==> src/core/ifpd_pkg.sv <==
// Package of constants for the IF divider programming block
package ifpd_pkg;
	localparam int WORD_W = 24;
	localparam int FB_B_W = 9;
	localparam int FB_A_W = 4;
	localparam int REF_W = 9;
	// Field positions in the divider counter word
	localparam int FB_B_LSB = 4;
	localparam int FB_A_LSB = 13;
	// Field position in the reference divider word
	localparam int REF_LSB = 5;
	// Address codes in the low bits
	localparam logic [3:0] ADDR_DIV = 4'h7;
	localparam logic [4:0] ADDR_REF = 5'h0F;
	localparam logic [5:0] ADDR_TEST = 6'h1F;
	// Main control word: 2-bit address 00, defaults select at bit 2 (chosen)
	localparam logic [1:0] ADDR_MAIN = 2'h0;
	localparam int DEF_BIT = 2;
	// Values after reset, then the full word bit count
	localparam logic RST_DEF = 1'b1;
	localparam logic [8:0] RST_FB_B = 9'h001;
	localparam logic [3:0] RST_FB_A = 4'h0;
	localparam logic [8:0] RST_REF = 9'h002;
	localparam logic [23:0] RST_TEST = 24'h000000;
	localparam logic [4:0] CNT_W = 5'h18;
endpackage

==> src/core/ifpd_shift.sv <==
// Serial input shift register with bit counter
`timescale 1ns/1ps
`default_nettype none
module ifpd_shift (
	input wire logic clock_in,
	input wire logic resetn_in,
	input wire logic data_in,
	input wire logic sclk_rise_in,
	input wire logic clear_in,
	output logic [23:0] word_out,
	output logic [4:0] count_out
);
	logic [23:0] next_word;
	logic [4:0] next_count;

	// Shift MSB first; count saturates so long words keep the last 24 bits
	always_comb begin
		next_word = word_out;
		next_count = count_out;
		if (clear_in) begin
			next_count = 5'h00;
		end
		if (sclk_rise_in) begin
			next_word = {word_out[22:0], data_in};
			if (count_out != ifpd_pkg::CNT_W)
				next_count = (clear_in ? 5'h00 : count_out) + 5'h01;
		end
	end

	always_ff @(posedge clock_in or negedge resetn_in) begin
		if (!resetn_in) begin
			word_out <= 24'h000000;
			count_out <= 5'h00;
		end else begin
			word_out <= next_word;
			count_out <= next_count;
		end
	end
endmodule
`default_nettype wire

==> src/core/ifpd_top.sv <==
// Serially programmed IF divider configuration registers
`timescale 1ns/1ps
`default_nettype none
// Operation
// - Feedback binary counter is 9 bits at divider word bits 12:4.
// - Swallow counter is 4 bits at divider word bits 16:13.
// - Swallow counter takes any value 0 through 15.
// - Reference word recognised by address 01111 in bits 4:0.
// - Reference word applies only while defaults select is zero.
// - Reference division taken from reference word bits 13:5.
// - Test word recognised by address in bits 5:0, not for users.
// - Test word honoured only while defaults select is zero.
// - Divider word selected by address 0111, active when defaults clear.
// - Words are 24 bits, MSB first, address in low bits.
module ifpd_top (
	input wire logic clock_in,
	input wire logic resetn_in,
	input wire logic serial_clock_in,
	input wire logic serial_data_in,
	input wire logic latch_strobe_in,
	output logic serial_defaults_select_out,
	output logic [8:0] fb_binary_out,
	output logic [3:0] fb_swallow_out,
	output logic [8:0] ref_divide_out,
	output logic [23:0] test_word_out
);
	logic sclk_q;
	logic le_q;
	logic sclk_rise;
	logic le_rise;
	logic [23:0] word;
	logic [4:0] count;
	logic full;
	logic next_def;
	logic [8:0] next_fb_b;
	logic [3:0] next_fb_a;
	logic [8:0] next_ref;
	logic [23:0] next_test;

	// Edge detection on the serial pins, taken as synchronous
	assign sclk_rise = serial_clock_in & ~sclk_q;
	assign le_rise = latch_strobe_in & ~le_q;
	assign full = (count == ifpd_pkg::CNT_W);

	always_ff @(posedge clock_in or negedge resetn_in) begin
		if (!resetn_in) begin
			sclk_q <= 1'b0;
			le_q <= 1'b0;
		end else begin
			sclk_q <= serial_clock_in;
			le_q <= latch_strobe_in;
		end
	end

	ifpd_shift u_shift (
		.clock_in(clock_in),
		.resetn_in(resetn_in),
		.data_in(serial_data_in),
		.sclk_rise_in(sclk_rise),
		.clear_in(le_rise),
		.word_out(word),
		.count_out(count)
	);

	// Decode the latched word; shorter codes checked after longer to avoid aliasing
	always_comb begin
		next_def = serial_defaults_select_out;
		next_fb_b = fb_binary_out;
		next_fb_a = fb_swallow_out;
		next_ref = ref_divide_out;
		next_test = test_word_out;
		// transfer on latch rise after full word
		if (le_rise && full) begin
			if (word[5:0] == ifpd_pkg::ADDR_TEST) begin
				if (!serial_defaults_select_out)
					next_test = word;
			end else if (word[4:0] == ifpd_pkg::ADDR_REF) begin
				if (!serial_defaults_select_out)
					next_ref = word[ifpd_pkg::REF_LSB +: ifpd_pkg::REF_W];
			end else if (word[3:0] == ifpd_pkg::ADDR_DIV) begin
				if (!serial_defaults_select_out) begin
					next_fb_b = word[ifpd_pkg::FB_B_LSB +: ifpd_pkg::FB_B_W];
					// swallow counter field, full 0..15 kept
					next_fb_a = word[ifpd_pkg::FB_A_LSB +: ifpd_pkg::FB_A_W];
				end
			end else if (word[1:0] == ifpd_pkg::ADDR_MAIN) begin
				next_def = word[ifpd_pkg::DEF_BIT];
			end
		end
	end

	// Outputs registered; defaults select starts set so built-in ratios hold
	always_ff @(posedge clock_in or negedge resetn_in) begin
		if (!resetn_in) begin
			serial_defaults_select_out <= ifpd_pkg::RST_DEF;
			fb_binary_out <= ifpd_pkg::RST_FB_B;
			fb_swallow_out <= ifpd_pkg::RST_FB_A;
			ref_divide_out <= ifpd_pkg::RST_REF;
			test_word_out <= ifpd_pkg::RST_TEST;
		end else begin
			serial_defaults_select_out <= next_def;
			fb_binary_out <= next_fb_b;
			fb_swallow_out <= next_fb_a;
			ref_divide_out <= next_ref;
			test_word_out <= next_test;
		end
	end

	// divider fields follow a latched divider word
	a_div_load: assert property (@(posedge clock_in) disable iff (!resetn_in)
		(le_rise && full && word[3:0] == 4'h7 && word[4] == 1'b0 && !serial_defaults_select_out)
		|=> (fb_binary_out == $past(word[12:4]) && fb_swallow_out == $past(word[16:13])))
		else $error("divider word not loaded");

	// reference field loads from bits 13:5
	a_ref_load: assert property (@(posedge clock_in) disable iff (!resetn_in)
		(le_rise && full && word[4:0] == 5'h0F && !serial_defaults_select_out)
		|=> ref_divide_out == $past(word[13:5]))
		else $error("reference word not loaded");

	a_ref_gated: assert property (@(posedge clock_in) disable iff (!resetn_in)
		serial_defaults_select_out |=> $stable(ref_divide_out))
		else $error("reference changed under defaults");

	a_div_gated: assert property (@(posedge clock_in) disable iff (!resetn_in)
		serial_defaults_select_out |=> ($stable(fb_binary_out) && $stable(fb_swallow_out)))
		else $error("divider changed under defaults");

	a_test_gated: assert property (@(posedge clock_in) disable iff (!resetn_in)
		serial_defaults_select_out |=> $stable(test_word_out))
		else $error("test word changed under defaults");

	a_test_load: assert property (@(posedge clock_in) disable iff (!resetn_in)
		(le_rise && full && word[5:0] == 6'h1F && !serial_defaults_select_out)
		|=> test_word_out == $past(word))
		else $error("test word not loaded");

	// nothing changes without a latch rise
	a_no_latch: assert property (@(posedge clock_in) disable iff (!resetn_in)
		!(le_rise && full) |=> ($stable(ref_divide_out) && $stable(fb_binary_out)
		&& $stable(fb_swallow_out) && $stable(test_word_out)
		&& $stable(serial_defaults_select_out)))
		else $error("register changed without latch");

	// a reference word leaves the divider alone
	a_ref_only: assert property (@(posedge clock_in) disable iff (!resetn_in)
		(le_rise && full && word[4:0] == 5'h0F)
		|=> ($stable(fb_binary_out) && $stable(fb_swallow_out) && $stable(test_word_out)))
		else $error("reference word hit divider");

	a_short_word: assert property (@(posedge clock_in) disable iff (!resetn_in)
		(le_rise && count < 5'h18) |=> ($stable(serial_defaults_select_out)
		&& $stable(ref_divide_out) && $stable(fb_binary_out) && $stable(test_word_out)))
		else $error("short word transferred");

	// main control word sets defaults select
	a_main_load: assert property (@(posedge clock_in) disable iff (!resetn_in)
		(le_rise && full && word[1:0] == 2'h0)
		|=> serial_defaults_select_out == $past(word[2]))
		else $error("defaults select not loaded");

	// test word leaves the dividers alone
	a_test_only: assert property (@(posedge clock_in) disable iff (!resetn_in)
		(le_rise && full && word[5:0] == 6'h1F) |=> ($stable(fb_binary_out)
		&& $stable(fb_swallow_out) && $stable(ref_divide_out)))
		else $error("test word hit divider");

	// divider word leaves reference and test alone
	a_div_only: assert property (@(posedge clock_in) disable iff (!resetn_in)
		(le_rise && full && word[3:0] == 4'h7) |=> ($stable(ref_divide_out)
		&& $stable(test_word_out) && $stable(serial_defaults_select_out)))
		else $error("divider word hit other registers");

	a_unknown_addr: assert property (@(posedge clock_in) disable iff (!resetn_in)
		(le_rise && full && word[1:0] != 2'h0 && word[3:0] != 4'h7 && word[4:0] != 5'h0F
		&& word[5:0] != 6'h1F) |=> ($stable(fb_binary_out) && $stable(fb_swallow_out)
		&& $stable(ref_divide_out) && $stable(test_word_out)
		&& $stable(serial_defaults_select_out)))
		else $error("unknown address changed a register");

	// Checks on the serial capture path
	// each sampled bit enters at the bottom
	a_shift_in: assert property (@(posedge clock_in) disable iff (!resetn_in)
		sclk_rise |=> word == {$past(word[22:0]), $past(serial_data_in)})
		else $error("serial bit not shifted in");

	a_word_hold: assert property (@(posedge clock_in) disable iff (!resetn_in)
		!sclk_rise |=> $stable(word))
		else $error("shift word moved without a bit");

	// bit count advances by one per bit until full
	a_count_step: assert property (@(posedge clock_in) disable iff (!resetn_in)
		(sclk_rise && !le_rise && count < 5'h18) |=> count == $past(count) + 5'h01)
		else $error("bit count did not advance");

	// count never passes a full word
	a_count_cap: assert property (@(posedge clock_in) disable iff (!resetn_in)
		count <= 5'h18)
		else $error("bit count passed a full word");

	// latch rise without a bit clears the count
	a_count_clear: assert property (@(posedge clock_in) disable iff (!resetn_in)
		(le_rise && !sclk_rise) |=> count == 5'h00)
		else $error("bit count not cleared by latch");
endmodule
`default_nettype wire

==> config.mk <==
export PLATFORM = sky130hd
export DESIGN_NAME = ifpd_top
export DESIGN_NICKNAME = d
export VERILOG_FILES = /design/src/core/ifpd_pkg.sv /design/src/core/ifpd_shift.sv /design/src/core/ifpd_top.sv
export SDC_FILE = /design/constraint.sdc
export NUM_CORES = 1
export LEC_CHECK = 0
export ABC_AREA = 1
export BUFFER_PORTS_ARGS = -buffer_cell sky130_fd_sc_hd__buf_4
export CORE_MARGIN = 1
export CORE_UTILIZATION = 56
export CTS_CLUSTER_SIZE = 25
export DETAILED_ROUTE_END_ITERATION = 16
export HOLD_SLACK_MARGIN = 0.06
export PLACE_DENSITY = 0.79
export SLEW_MARGIN = 20
export SYNTH_ARGS = -nofsm -noshare
export SYNTH_HDL_FRONTEND = slang
export SYNTH_SLANG_ARGS = --single-unit
==> constraint.sdc <==
create_clock -name clock_in -period 1.69 [get_ports clock_in]
set_clock_uncertainty 0.1 [all_clocks]
set_input_delay 0.169 -clock clock_in [delete_from_list [all_inputs] [get_ports clock_in]]
set_output_delay 0.169 -clock clock_in [all_outputs]
set_load 0.02 [all_outputs]
==> summary.log <==
qor: floorplan.total_core_area 0.00557 mm2
qor: critical_path.setup.worst_path.end_class register
qor: flow_run.maxCapViolCount 0
qor: critical_path.crit_arrival 1.73 ns
qor: critical_path.path_cells nor2_1 > nand3_2 > nor2_4 > buf_12 > nand3_4 > nand2_1 > nand2_1
qor: timing.timing.final.hold_violations 0
qor: global_route.globalRouteOverflowTotal 0
qor: synth.mappedNetlistNets 364
qor: critical_path.critical_path_buf_inv_count 1
qor: timing.achievable-frequency 630 MHz
qor: clock_tree.cts_made_buffers 9
qor: placement.number_of_port_buffers 51
qor: timing.finalCritPeriodShare 0.940
qor: layout.post-route-util 0.728
qor: global_route.grt_antenna_before_repair 0
qor: synth.synth_enable_flop_cells 0
qor: timing.tightest_slew 0.686 ns
qor: floorplan.std_cell_rows 27
qor: synth.most_numerous_cell_types_in_the_synthesized_netlist sky130_fd_sc_hd__nand2_1, sky130_fd_sc_hd__dfrtp_1, sky130_fd_sc_hd__nand4_1, sky130_fd_sc_hd__inv_1, sky130_fd_sc_hd__nor2_1
qor: critical_path.timing.rr.start u_shift.count_out[1]
qor: synth.synth.area.top_cells sky130_fd_sc_hd__dfrtp_1, sky130_fd_sc_hd__nand2_1, sky130_fd_sc_hd__nand4_1
qor: global_route.vias_in_the_first_global_route 2545
qor: synth.most_frequently_used_cell_type_in_the_post_synthesis_netlist sky130_fd_sc_hd__nand2_1
qor: clock_tree.cts.sinks 78
qor: drt.post_drt_wl_per_cell 14.6 um
qor: global_route.grt_pass1_wl 12100 um
qor: drt.route.final.wire_length 7300 um
qor: clock_tree.clk_transition_reported_paths 0.08 ns
qor: synth.yosys.area.top_type_share 0.575
qor: global_route.pin_count_of_the_biggest_net_entering_global_routing 34
qor: global_route.global_route.usage.total 0.260
qor: floorplan.die_width 78.3 um
qor: clock_tree.h_tree_depth 3
qor: layout.net_count_reported_at_finish 430
qor: power.pwr_density_cell 908 mW/mm2
qor: timing.slew_limit_headroom 0.542
qor: synth.post_synth.cell_area_avg 9.11 um2
qor: floorplan.design.portCount 52
qor: power.ir_worst_vdd 0.000619 V
qor: critical_path.worst_ep_required_time 1.83 ns
qor: worst_hold_path.hold_path_class primary input to async pin
qor: synth.yosys_warnings 0
qor: layout.fillers 431
qor: synth.synth_area_leader_cell sky130_fd_sc_hd__dfrtp_1
qor: clock_tree.cts_tree yes
qor: global_route.use_met3 0.0395
qor: floorplan.die_y 78.3 um
qor: layout.post_route_cells_drive_above_1_share 0.238
qor: critical_path.reg2regPathDepth 7
qor: floorplan.floorplan.die_area 0.00613 mm2
qor: layout.area_growth_syn_to_layout 24.4%
qor: power.power.total 3.68 mW
qor: timing.final-setup-viol-count 0
qor: floorplan.initial_core_utilization 0.585
qor: global_route.groute.layer.met2.usage 0.418
qor: critical_path.worst_path_largest_cell_delay 0.40 ns
qor: clock_tree.cts.root.buffer_cell sky130_fd_sc_hd__clkbuf_8
qor: critical_path.critPathKind register to register
qor: drt.route.detailed.vias_per_inst 5.35
qor: synth.ys_async_sr_fraction 1.00
qor: critical_path.critPathTopFamily simple AND/OR/NAND/NOR gates
qor: timing.setup_tns 0 ns
qor: synth.yosys_most_used_dff sky130_fd_sc_hd__dfrtp_1
qor: critical_path.worstSetupStartpointType register
qor: drt.drcViolationCount 0
qor: clock_tree.clock_tree.buffer_depth 2
qor: critical_path.critical_path_peak_fanout 13
qor: placement.gp_congestion 0.823
qor: synth.synthCells 358
qor: synth.ys_seq_elements 78
qor: clock_tree.clk_latency 0.34 ns
qor: timing.rsz_0062_raised_after_global_routing no
qor: drt.firstDrtPassIters 4
qor: global_route.busiest_layer met2
qor: critical_path.crit_top_cell sky130_fd_sc_hd__nand2_1
qor: timing.timing.final.max_slew_violations 0
qor: synth.syn_area 0.00326 mm2
qor: run_status.run_status finished clean
qor: critical_path.critical_path.slowest_cell sky130_fd_sc_hd__dfrtp_1
qor: drt.dr_vias 2679
qor: timing.final.min_clock_period 1.59 ns
qor: synth.post_synth_num_cell_types 22
qor: placement.detailedPlacementHpwl 4920 um
qor: global_route.grt_util_met1 0.350
qor: critical_path.crit-reg2reg-capture fb_swallow_out[3]
qor: synth.synth_seq_area_share 0.600
qor: drt.detailedRoute.firstIterationViolations 194
qor: critical_path.rrSetupSlack 0.10 ns
qor: drt.detail-route-antenna-nets 0
qor: layout.diodes 0
qor: power.cellLeakagePower 2.22 nW
per-stage QoR:
step / hold WS [ns] / instance area, um2 / worst slack [ns] / instances
4_1_cts: 0.214 / 3990 / -0.00675 / 498
3_3_place_gp: 0.0399 / 3770 / 0.0886 / 478
2_1_floorplan: -0.227 / 3260 / 0.239 / 358
3_5_place_dp: 0.0449 / 3770 / -0.00228 / 478
6_report: 0.203 / 4060 / 0.102 / 501
5_1_grt: 0.242 / 4060 / 0.0119 / 501
worst max path at each step:
| stage | start | end | slack, ns | cells past startpoint |
|---|---|---|---|---|
| 2_1_floorplan | serial_defaults_select_out | test_word_out[10] | 0.24 | 5 |
| 3_3_place_gp | u_shift.count_out[1] | test_word_out[5] | 0.09 | 5 |
| 3_5_place_dp | u_shift.count_out[1] | fb_binary_out[6] | -0.002 | 6 |
| 4_1_cts | u_shift.count_out[1] | fb_swallow_out[1] | -0.007 | 6 |
| 5_1_grt | u_shift.count_out[1] | fb_swallow_out[3] | 0.01 | 7 |
| 6_report | u_shift.count_out[1] | fb_swallow_out[3] | 0.10 | 7 |
area by class of cell:
| cell class | instances | area [um2] | area share |
|---|---|---|---|
| clock buffer | 11 | 151 | 0.0373 |
| clock inverter | 5 | 33.8 | 0.00833 |
| inverter | 23 | 88.8 | 0.0219 |
| multi-input combinational | 240 | 1160 | 0.286 |
| sequential | 78 | 1960 | 0.482 |
| tap | 72 | 90.1 | 0.0222 |
| timing repair buffer | 72 | 576 | 0.142 |
state kept, by name, indices dropped and copies added, names as in the netlist:
signal                      flops
fb_binary_out                   9
fb_swallow_out                  4
le_q                            1
ref_divide_out                  9
sclk_q                          1
serial_defaults_select_out      1
test_word_out                  24
u_shift.count_out               5
u_shift.word_out               24
repair_timing:
item / in CTS / in global routing
pin swaps: 0 / 2
endpoints found under the setup margin: 1 / 43
hold buffers: 4 / 0
hold endpoints to repair: 68 / 0
gates resized for setup: 0 / 5
buffers inserted: 0 / 2
cloned: 0 / 1
placed cells by master (no fill, tap or decap), drive strengths merged:
cell type,netlist,final
nor3,1,1
o21ai,7,7
nand3,10,11
dfrtp,75,75
inv,22,23
clkinvlp,0,2
nand4,42,42
xnor2,1,1
and2,1,1
nand2,161,161
dlygate4sd3,0,4
clkbuf,8,11
nor2,14,14
dfstp,3,3
ha,1,1
xor2,1,1
clkinv,1,3
buf,10,68
worst register-to-register path, stage by stage, from the launching register on:
cell	delay (ns)
sky130_fd_sc_hd__dfrtp_1	0.40
sky130_fd_sc_hd__nor2_1	0.15
sky130_fd_sc_hd__nand3_2	0.15
sky130_fd_sc_hd__nor2_4	0.18
sky130_fd_sc_hd__buf_12	0.15
sky130_fd_sc_hd__nand3_4	0.17
sky130_fd_sc_hd__nand2_1	0.13
sky130_fd_sc_hd__nand2_1	0.06
metal layers:
layer	part of all wire	vias up
li1	-	1291
met1	0.45	1290
met2	0.48	88
met3	0.053	10
met4	0.014	0
met5	0	-
logic make-up after synthesis:
group           count (synthesis)  share of synthesized area
compound gates                  7                     0.0107
xor+xnor                        2                    0.00537
fa+ha+maj                       1                    0.00384
buf+inv                        41                     0.0560
flops                          78                      0.600
simple gates                  229                      0.325
where the power goes:
group	switching, mW	internal, mW
sequential	0.160	1.99
combinational	0.172	0.0928
clock	0.660	0.610
total	0.992	2.69
(Power assumes the default switching activity.)
